$ cat config.mk
export PLATFORM = sky130hd
export DESIGN_NAME = spbc_bridge_cfg
export DESIGN_NICKNAME = d
export VERILOG_FILES = /design/src/hdl/spbc_pkg.sv /design/src/hdl/spbc_sw_if.sv /design/src/hdl/spbc_bridge_cfg.sv /design/src/hdl/spbc_switch_drv.sv
export VERILOG_INCLUDE_DIRS = /design/src /design/src/hdl
export SDC_FILE = /design/constraint.sdc
export NUM_CORES = 1
export LEC_CHECK = 0
export ABC_CLOCK_PERIOD_IN_PS = 1900
export BUFFER_PORTS_ARGS = -buffer_cell sky130_fd_sc_hd__clkbuf_2
export CAP_MARGIN = 20
export CORE_ASPECT_RATIO = 0.5
export CORE_MARGIN = 8
export CORE_UTILIZATION = 33
export CTS_BUF_LIST = sky130_fd_sc_hd__clkbuf_4 sky130_fd_sc_hd__clkbuf_8
export CTS_CLUSTER_DIAMETER = 100
export CTS_CLUSTER_SIZE = 14
export DETAILED_ROUTE_END_ITERATION = 7
export MAX_ROUTING_LAYER = met4
export PLACE_DENSITY = 0.78
export REMOVE_ABC_BUFFERS = 1
export SLEW_MARGIN = 20
export SYNTH_ARGS = -nofsm -noshare
export SYNTH_HDL_FRONTEND = slang
export SYNTH_SLANG_ARGS = --single-unit
export TNS_END_PERCENT = 20
$ cat constraint.sdc
create_clock -name i_clk -period 1.9 [get_ports i_clk]
set_input_delay 0.19 -clock i_clk [delete_from_list [all_inputs] [get_ports i_clk]]
set_output_delay 0.19 -clock i_clk [all_outputs]
set_load 0.05 [all_outputs]
$ cat src/hdl/spbc_params.svh
`ifndef SPBC_PARAMS_SVH
`define SPBC_PARAMS_SVH
`define SPBC_TOPO_HALF 2'h0
`define SPBC_TOPO_FULL 2'h1
`define SPBC_TOPO_RSVD 2'h2
`define SPBC_TOPO_QUATTRO 2'h3
`define SPBC_WHEAT_BIT 21
`define SPBC_TOPO_LSB 0
`define SPBC_RSPAN_MOD_BIT 6
`define SPBC_RSPAN_INT_BIT 5
`define SPBC_EMI_BIT 7
`define SPBC_GAIN_W 8
`define SPBC_PORTS 4
`define SPBC_SEL_W 2
`define SPBC_CYC_HALF 3'h2
`define SPBC_CYC_FULL 3'h4
`endif

$ cat src/hdl/spbc_pkg.sv
package spbc_pkg;
	typedef enum logic [1:0] {
		SPBC_HALF,
		SPBC_FULL,
		SPBC_RESERVED,
		SPBC_QUATTRO
	} spbc_topo_type;
	typedef enum {
		SPBC_IDLE,
		SPBC_DISCHARGE
	} spbc_state_type;
endpackage

$ cat src/hdl/spbc_sw_if.sv
`timescale 1ns/1ps
`default_nettype none
interface spbc_sw_if;
	logic [3:0] port_on;
	logic [3:0] nch_only;
	logic [3:0] port_gnd;
	modport ctrl (output port_on, output nch_only, output port_gnd);
	modport drv (input port_on, input nch_only, input port_gnd);
endinterface
`default_nettype wire

$ cat src/hdl/spbc_bridge_cfg.sv
// Function
// Wheatstone bridge uses topology code 1, as full bridge.
// Wheatstone mode active only when config word three bit 21 set.
// Wheatstone needs opposite-sign half gain factors.
// Wheatstone needs span-resistor modification bit set.
// Wheatstone with span resistor uses temperature gain 0.75.
// Quattro is topology 3; per half and combined results given.
// Quattro applies a separate gain factor per half bridge.
// Separate half bridges: host computes (A-B)/2 and (C-D)/2.
// Grounded load line with tap on load pin selects legacy mode.
// Legacy mode enables only N-channel switch transistors.
// Legacy only for half, full, quattro; never with Wheatstone.
// Noise-reduction bit grounds all ports not measured this cycle; code grounds none in legacy mode.
// Normal mode discharges through selected port's analog switch.
// Wheatstone bridges with two span resistors are unsupported.
// Half bridge on A and B uses topology 0, positive factors.
// Full bridge with two series span resistors sets integrated bit.
// Topology code 2 is reserved and treated as invalid.
`timescale 1ns/1ps
`default_nettype none
`include "spbc_params.svh"
module spbc_bridge_cfg (
	input wire logic i_clk,
	input wire logic i_rst,
	input wire logic [31:0] i_cfg_three,
	input wire logic [31:0] i_config_word_one,
	input wire logic [31:0] i_cfg_twelve,
	input wire logic signed [7:0] i_half_one_gain_factor,
	input wire logic signed [7:0] i_half_two_gain_factor,
	input wire logic signed [7:0] i_half_three_gain_factor,
	input wire logic signed [7:0] i_half_four_gain_factor,
	input wire logic i_load_line_pin,
	input wire logic i_load_tap_pin,
	input wire logic i_cycle_start,
	input wire logic i_cycle_end,
	output logic o_wheat_mode,
	output logic o_legacy_mode,
	output logic o_cfg_error,
	output logic o_busy,
	output logic [1:0] o_port_sel,
	output logic signed [7:0] o_gain_factor,
	output logic [3:0] o_pch_en,
	output logic [3:0] o_nch_en,
	output logic [3:0] o_gnd_en
);
	spbc_sw_if sw ();
	spbc_pkg::spbc_state_type state_r;
	logic [1:0] topo;
	logic [1:0] line_s_r;
	logic [1:0] tap_s_r;
	logic legacy_r;
	logic wheat_r;
	logic [1:0] sel_r;
	logic [1:0] sel_nxt;
	logic emi_en;

	function automatic logic [1:0] next_port(input logic [1:0] cur, input logic [1:0] tp);
		logic [1:0] n;
		n = cur + 2'h1;
		if (tp == `SPBC_TOPO_HALF && n[1])
			n = 2'h0;
		return n;
	endfunction

	assign topo = i_cfg_three[`SPBC_TOPO_LSB +: 2];
	assign emi_en = i_cfg_twelve[`SPBC_EMI_BIT];

	always_ff @(posedge i_clk or posedge i_rst) begin
		if (i_rst) begin
			line_s_r <= 2'h0;
			tap_s_r <= 2'h0;
		end else begin
			line_s_r <= {line_s_r[0], i_load_line_pin};
			tap_s_r <= {tap_s_r[0], i_load_tap_pin};
		end
	end

	// legacy wiring: load line low and bridge tap pulls load pin
	always_ff @(posedge i_clk or posedge i_rst) begin
		if (i_rst) begin
			legacy_r <= 1'b0;
		end else begin
			legacy_r <= ~line_s_r[1] & tap_s_r[1];
		end
	end

	always_ff @(posedge i_clk or posedge i_rst) begin
		if (i_rst) begin
			wheat_r <= 1'b0;
		end else begin
			wheat_r <= i_cfg_three[`SPBC_WHEAT_BIT] && topo == `SPBC_TOPO_FULL;
		end
	end

	assign o_wheat_mode = wheat_r;
	assign o_legacy_mode = legacy_r;
	// reserved topology or wheatstone on legacy wiring is flagged
	assign o_cfg_error = (topo == `SPBC_TOPO_RSVD) || (wheat_r && legacy_r);

	always_comb begin
		sel_nxt = sel_r;
		if (state_r == spbc_pkg::SPBC_DISCHARGE && i_cycle_end)
			sel_nxt = next_port(sel_r, topo);
	end

	always_ff @(posedge i_clk or posedge i_rst) begin
		if (i_rst) begin
			state_r <= spbc_pkg::SPBC_IDLE;
			sel_r <= 2'h0;
		end else begin
			sel_r <= sel_nxt;
			case (state_r)
				spbc_pkg::SPBC_IDLE: begin
					if (i_cycle_start && !o_cfg_error)
						state_r <= spbc_pkg::SPBC_DISCHARGE;
				end
				spbc_pkg::SPBC_DISCHARGE: begin
					if (i_cycle_end)
						state_r <= spbc_pkg::SPBC_IDLE;
				end
				default: state_r <= spbc_pkg::SPBC_IDLE;
			endcase
		end
	end

	assign o_busy = state_r == spbc_pkg::SPBC_DISCHARGE;
	assign o_port_sel = sel_r;

	// per-port gain factor; quattro trims each cell separately
	always_ff @(posedge i_clk or posedge i_rst) begin
		if (i_rst) begin
			o_gain_factor <= 8'sh0;
		end else begin
			case (sel_r)
				2'h0: o_gain_factor <= i_half_one_gain_factor;
				2'h1: o_gain_factor <= i_half_two_gain_factor;
				2'h2: o_gain_factor <= (topo == `SPBC_TOPO_QUATTRO) ?
					i_half_three_gain_factor : i_half_one_gain_factor;
				default: o_gain_factor <= (topo == `SPBC_TOPO_QUATTRO) ?
					i_half_four_gain_factor : i_half_two_gain_factor;
			endcase
		end
	end

	always_comb begin
		sw.port_on = 4'h0;
		if (o_busy)
			sw.port_on[sel_r] = 1'b1;
		sw.nch_only = legacy_r ? 4'hf : 4'h0;
		sw.port_gnd = (emi_en && !legacy_r && o_busy) ? 4'hf : 4'h0;
	end

	spbc_switch_drv u_drv (
		.i_clk(i_clk),
		.i_rst(i_rst),
		.sw(sw.drv),
		.o_pch_en(o_pch_en),
		.o_nch_en(o_nch_en),
		.o_gnd_en(o_gnd_en)
	);

	// switch enables are registered, so checks look one edge later
	legacy_nch_a: assert property (@(posedge i_clk) disable iff (i_rst)
		legacy_r |=> (o_pch_en == 4'h0))
		else $error("p-channel on in legacy mode");
	legacy_nch_on_a: assert property (@(posedge i_clk) disable iff (i_rst)
		(legacy_r && o_busy) |=> (o_nch_en != 4'h0))
		else $error("no n-channel path in legacy mode");
	wheat_bit_a: assert property (@(posedge i_clk) disable iff (i_rst)
		!$past(i_cfg_three[`SPBC_WHEAT_BIT]) |-> !wheat_r)
		else $error("wheatstone without enable");
	wheat_set_a: assert property (@(posedge i_clk) disable iff (i_rst)
		(i_cfg_three[`SPBC_WHEAT_BIT] && topo == `SPBC_TOPO_FULL) |=> o_wheat_mode)
		else $error("wheatstone enable ignored");
	emi_ground_a: assert property (@(posedge i_clk) disable iff (i_rst)
		(emi_en && !legacy_r && o_busy) ##1 (emi_en && !legacy_r)
		|-> (o_gnd_en | o_nch_en) == 4'hf)
		else $error("unused port not grounded");
	emi_off_a: assert property (@(posedge i_clk) disable iff (i_rst)
		(!emi_en || legacy_r) |=> (o_gnd_en == 4'h0))
		else $error("port grounded without noise reduction");
	gnd_measured_a: assert property (@(posedge i_clk) disable iff (i_rst)
		(o_gnd_en & o_nch_en) == 4'h0)
		else $error("measured port grounded");
	sel_route_a: assert property (@(posedge i_clk) disable iff (i_rst)
		o_busy |=> o_nch_en[$past(sel_r)])
		else $error("selected port not switched");
	one_port_a: assert property (@(posedge i_clk) disable iff (i_rst)
		$onehot0(o_nch_en))
		else $error("more than one port switched");
	normal_switch_a: assert property (@(posedge i_clk) disable iff (i_rst)
		(!legacy_r && o_busy) |=> (o_pch_en == o_nch_en))
		else $error("analog switch incomplete in normal mode");
	idle_open_a: assert property (@(posedge i_clk) disable iff (i_rst)
		!o_busy |=> ((o_nch_en | o_pch_en) == 4'h0))
		else $error("port switched while idle");
	start_taken_a: assert property (@(posedge i_clk) disable iff (i_rst)
		(!o_busy && i_cycle_start && !o_cfg_error) |=> o_busy)
		else $error("cycle start not taken");
	cycle_end_a: assert property (@(posedge i_clk) disable iff (i_rst)
		(o_busy && i_cycle_end) |=> !o_busy)
		else $error("cycle end not taken");
	half_wrap_a: assert property (@(posedge i_clk) disable iff (i_rst)
		(o_busy && i_cycle_end && topo == `SPBC_TOPO_HALF) |=> !o_port_sel[1])
		else $error("half bridge left ports a and b");
	// pins reach legacy_r two sync stages and one register late
	legacy_detect_a: assert property (@(posedge i_clk) disable iff (i_rst)
		(!i_load_line_pin && i_load_tap_pin) [*3] |=> legacy_r)
		else $error("legacy wiring missed");
	// reserved topology and legacy wheatstone refuse new cycles
	reserved_topo_a: assert property (@(posedge i_clk) disable iff (i_rst)
		(topo == `SPBC_TOPO_RSVD && !o_busy) |=> !o_busy)
		else $error("reserved topology ran");
	legacy_wheat_a: assert property (@(posedge i_clk) disable iff (i_rst)
		(wheat_r && legacy_r && !o_busy) |=> !o_busy)
		else $error("wheatstone on legacy");
	gain_one_a: assert property (@(posedge i_clk) disable iff (i_rst)
		(sel_r == 2'h0) |=> (o_gain_factor == $past(i_half_one_gain_factor)))
		else $error("gain one wrong");
	quattro_gain_a: assert property (@(posedge i_clk) disable iff (i_rst)
		(topo == `SPBC_TOPO_QUATTRO && $stable(topo) && sel_r == 2'h3)
		|=> o_gain_factor == $past(i_half_four_gain_factor))
		else $error("gain four wrong");
endmodule
`default_nettype wire

$ cat src/hdl/spbc_switch_drv.sv
`timescale 1ns/1ps
`default_nettype none
`include "spbc_params.svh"
module spbc_switch_drv (
	input wire logic i_clk,
	input wire logic i_rst,
	spbc_sw_if.drv sw,
	output logic [3:0] o_pch_en,
	output logic [3:0] o_nch_en,
	output logic [3:0] o_gnd_en
);
	always_ff @(posedge i_clk or posedge i_rst) begin
		if (i_rst) begin
			o_pch_en <= 4'h0;
			o_nch_en <= 4'h0;
			o_gnd_en <= 4'h0;
		end else begin
			o_pch_en <= sw.port_on & ~sw.nch_only;
			o_nch_en <= sw.port_on;
			o_gnd_en <= sw.port_gnd & ~sw.port_on;
		end
	end
endmodule
`default_nettype wire

After elaboration in Yosys (flattened, before gate mapping) --
Cells that the tools add are included.
Storage, ports and cells: word-level logic and storage cells 55, output and inout port bits 26, bits of input ports 134, register bits after elaboration 60
Cells by class: equality and inequality tests 9, muxes and demuxes 12, add/subtract/negate cells 1, order comparisons 2, reductions and logical operators 15, bitwise operators 6
Operators by type and width (count):
- 32-bit 2-to-1 mux | 2
- 32-bit one-hot mux with 2 select lines | 1
- 32-bit by 1-bit == test with 1-bit output, second input constant | 1
- 32-bit by 2-bit == test with 1-bit output, second input constant | 1
- 32-bit logical NOT | 1
- 8-bit one-hot mux with 3 select lines | 1
- 8-bit 2-to-1 mux | 2
- 4-bit 2-to-1 mux | 3
- 4-bit AND | 2
- 1-bit logical AND | 8
- 4-bit NOT | 2
- 2-bit == test, second input constant | 3
- 2-bit by 1-bit == test with 1-bit output, second input constant | 2
- 2-bit logical NOT | 2
- 2-bit inequality test, second input constant | 2
- 2-bit by 3-bit less-than comparator with 1-bit output, second input constant | 1
- 2-bit by 1-bit adder with 2-bit output, second input constant | 1
- 1-bit demux with 2-bit select | 1
- 2-bit by 1-bit greater-or-equal comparator with 1-bit output, second input constant | 1
- 1-bit logical NOT | 2
- 2-bit 2-to-1 mux | 1
- 2-bit AND reduction | 1
- 1-bit AND | 1
- 1-bit logical OR | 1
- 2 further kinds | 2

Logic depth before layout (Yosys ltp) --
word-level depth 7, depth in mapped cells 6, mapped depth without buffers 5

By module --
From an unflattened synthesis, not the netlist that was laid out.
Unflattened totals: cells, all modules 114, area total of the unflattened synthesis 1346.3 um2
By module, submodules not included:
- spbc_bridge_cfg | area each 962.2 um2, times used 1, cells an instance 93, sequential area each 425.4 um2
- spbc_switch_drv | area each 384.1 um2, times used 1, cells an instance 21, sequential area each 300.3 um2

Least setup slack after synthesis --
OpenSTA, ideal clock, no wires.
path type input port to flip-flop, start input port i_cfg_three[1], end register state_r[0], data arrival time 1.554 ns, setup slack 0.148 ns, setup time 0.198 ns, path buffers 0, data required time 1.702 ns, cell stages on the path 3, cells stage by stage inv_1 > o21ai_0 > o22ai_1
On the way: cells in the longest elaborated chain, start to end 6
Ends and longest elaborated chain:
- start: declaration | line spbc_bridge_cfg.sv:25 | input wire logic [31:0] i_cfg_three,
- 2-bit == test (no line)
- 1-bit logical OR | line spbc_bridge_cfg.sv:98 | assign o_cfg_error = (topo == `SPBC_TOPO_RSVD) || (wheat_r && legacy_r);
- via o_cfg_error | line spbc_bridge_cfg.sv:38 | output logic o_cfg_error,
- 1-bit logical NOT | line spbc_bridge_cfg.sv:114 | if (i_cycle_start && !o_cfg_error)
- 1-bit logical AND | line spbc_bridge_cfg.sv:114
- 2-bit inequality test (no line)
- 2-bit AND reduction (no line)
- end signal: assignment | line spbc_bridge_cfg.sv:115 | state_r <= spbc_pkg::SPBC_DISCHARGE;
- end signal: assignment | line spbc_bridge_cfg.sv:119 | state_r <= spbc_pkg::SPBC_IDLE;
- end signal: assignment | line spbc_bridge_cfg.sv:121 | default: state_r <= spbc_pkg::SPBC_IDLE;
- end: declaration | line spbc_bridge_cfg.sv:47 | spbc_pkg::spbc_state_type state_r;
The timed path passes the listed nets, and every way through them passes these cells. A chain may end at the register's enable or synchronous reset.

Worst setup path in the final report --
start register sel_r[0], in the netlist o_port_sel[0], end register o_gain_factor[5]
On the way: cells in the longest elaborated chain, start to end 2, elaborated cells between the ends (all ways) 4, those cells by class eq/ne (2); mux (1); reduce/logical (1)
Ends and longest elaborated chain:
- start: declaration | line spbc_bridge_cfg.sv:53 | logic [1:0] sel_r;
- start signal: assignment | line spbc_bridge_cfg.sv:111 | sel_r <= sel_nxt;
- 2-bit == test (tied with other cells) | line spbc_bridge_cfg.sv:134 | case (sel_r)
- 8-bit one-hot mux with 3 select lines (*) | line spbc_bridge_cfg.sv:134
- end signal: assignment | line spbc_bridge_cfg.sv:135 | 2'h0: o_gain_factor <= i_half_one_gain_factor;
- end signal: assignment | line spbc_bridge_cfg.sv:136 | 2'h1: o_gain_factor <= i_half_two_gain_factor;
- end signal: assignment | line spbc_bridge_cfg.sv:137 | 2'h2: o_gain_factor <= (topo == `SPBC_TOPO_QUATTRO) ?
- end: declaration | line spbc_bridge_cfg.sv:41 | output logic signed [7:0] o_gain_factor,
Every way passes the cells marked *; elsewhere a longest branch is shown, timed or not.

==> metrics <==
pin count of the biggest net entering global routing=30; fill cell count=376; worst min path class=input port to flip-flop; layout cells sized above 1=41.5%; Avg Synthesized Cell Area=11.4 µm²; r2r startpoint=o_port_sel[0]; fin. max-slew vios=0; M2 GR Usage=20.3%; Critical-path top delay cell=ha_1; via count=1165; H-tree levels=2; max capacitance violation total=0; worst min-delay path startpoint=i_cycle_end; leakage power=0.950 nW; routing usage on met1=12.7%; worst setup path category=flip-flop to flip-flop; CTS Buf Count=5; Max Buffers Root-to-Sink=2; Root Driver=clkbuf_8; clock latency on the worst-skew pair=0.28 ns; Worst Reg-to-Reg Cells=4; Sequential Area=726 µm²; Die H=60.4 µm; initial antenna violation count=0; first-pass GRT wire length=5750 µm; Area growth syn-to-layout=40.5%; Ys Warns=0; I/O pin total=160; clk slew on worst S/H paths=0.07 ns; worst-path maximum fanout=17; Crit. End Element=flip-flop; Synth area leader=dfrtp_1; final design utilization=47.7%; CP Data Required Time=2.08 ns; Setup crit start kind=flip-flop; CTS tree=yes; launch point of the critical path=o_port_sel[0]; GR Util met3=3.50%; Most Crowded Layer GR=met2; Wirelength per Cell=15.4 µm; total negative slack=0 ns; total global-route track usage=11.8%; status=completed; DRC errors left=0; Initial Util=33.9%; final hold violations=0; TritonRoute pass-1 iters=4; Core ar.=3840 µm²; Tcrit/Tclk final=86.5%; Arr. time, crit path=1.82 ns; GP Congestion=0.843; Worst VDD drop=0.000497 V; crit-path max cell delay=0.54 ns; WP depth=4; RSZ-0062 raised after global routing=false; multi-input logic area=517 µm²; post-route ant nets=0; DR vias/cell=4.81; max frequency=0.609 GHz; relative slew slack=60.7%; post-synthesis cell count=114; Worst Skew=0.00705 ns; mapped cell area=1300 µm²; min Tclk post-route=1.64 ns; Synth cell types=22; FF+latch count, synth=29; dpl ws=0.304 ns; diode count=0; sequential element share of the synthesized area=55.7%; vias in the first global route=1243; input/output buffers=67; DIE AREA=6340 µm²; clk sink count=29; DP HPWL=2840 µm; Post-Route WL=3730 µm; buffers and inverters on the worst path=1; Final Net Count=326; CP cell instances=inv_1, ha_1, nand3_1, a32oi_1; Yosys top cell area share=55.7%; Design Power=2.84 mW; crit-path leading delay family=adder cells; Die X=105 µm; worst slew pin tran=0.589 ns; fin worst setup slack=0.257 ns; drt first-iter violations=78; setup violators final=0; hold path cells=2; Cell Pwr Density=1550 nW/µm²; Synth area leaders=dfrtp_1 56%, mux2i_1 6.1%, a32oi_1 5.4%; final global-route overflow total=0; placement row count=16
-- through the flow --
step | instance area, µm² | hold WS [ns] | instances
after CTS | 1810 | 0.00247 | 240
after detailed placement | 1690 | 0.256 | 231
final | 1830 | 0.107 | 242
after global routing | 1830 | 0.113 | 242
after global placement | 1690 | 0.250 | 231
after floorplan | 1260 | 0.221 | 107
-- worst paths after layout --
check,slack (ns),end
max,0.26,o_gain_factor[5]
min,0.11,state_r[0]
max reg2reg,0.26,o_gain_factor[5]
min reg2reg,0.36,line_s_r[1]
max in group asynchronous,1.13,o_gain_factor[0]
min in group asynchronous,0.50,u_drv.o_gnd_en[0]
-- state kept, by name (all words and copies together), names as in the netlist --
signal,cells
o_gain_factor,8
u_drv.o_gnd_en,4
u_drv.o_nch_en,4
u_drv.o_pch_en,4
line_s_r,2
o_port_sel,2
tap_s_r,2
o_legacy_mode,1
o_wheat_mode,1
state_r,1
-- logic make-up after synthesis --
kind of cell	count (synthesis)	synth area share, %
flops	29	55.7
compound gates	23	14.4
fa+ha+maj	5	4.80
mux	8	6.14
buf+inv	12	4.70
simple gates	37	14.3
-- cell usage after synthesis, drive strengths merged --
| cell | count |
|---|---|
| mux2i | 8 |
| ha | 5 |
| clkbuf | 4 |
| o21ai | 1 |
| a22oi | 1 |
| nor2 | 6 |
| nand2 | 5 |
| dfrtp | 29 |
| and2 | 9 |
| o22ai | 1 |
| a22o | 1 |
| a211oi | 1 |
| a221oi | 7 |
| a31oi | 1 |
| a21o | 2 |
| and3 | 1 |
| inv | 5 |
| a32oi | 8 |
| nor2b | 2 |
| buf | 3 |
| nand3 | 14 |
-- worst register-to-register path, stage by stage (launching register included) --
cell and delay [ns]:
dfrtp_1 0.47, inv_1 0.11, ha_1 0.54, nand3_1 0.13
a32oi_1 0.29
-- placed cells by master (no fill, tap or decap), types with 2 or more instances in the layout --
master         count
clkbuf_8           5
dlygate4sd3_1      3
nand3_1           14
dfrtp_1           29
and2_1             9
nand2_1            5
clkbuf_2          67
inv_1              5
nor2_1             6
a21o_1             2
nor2b_1            2
a221oi_1           7
buf_4              3
ha_1               5
a32oi_1            8
mux2i_1            8
-- cell type report --
class                           instances  share of cell area, %
Clock buffer                            5                   3.76
Clock inverter                          3                   2.53
Inverter                                5                   1.02
Multi-Input combinational cell         73                   28.2
Sequential cell                        29                   39.6
Tap cell                               54                   3.69
Timing Repair Buffer                   73                   21.2
-- power breakdown --
part           total [mW]  internal, mW  switching [mW]
clock network       0.637         0.392           0.245
logic                1.34         0.369           0.976
registers           0.858         0.778          0.0803
-- layer usage --
layer | vias up | wire length [µm]
li1 | 564 | -
met1 | 559 | 1410
met2 | 36 | 2030
met3 | 6 | 215
met4 | 0 | 71
met5 | - | 0
-- repair_timing --
item | CTS | global route
setup buffers | 0 | 0
resized for setup | 0 | 0
hold buffers | 1 | 2
endpoints found under the hold margin | 29 | 2
Note: power is estimated with default switching activity, not from simulation.
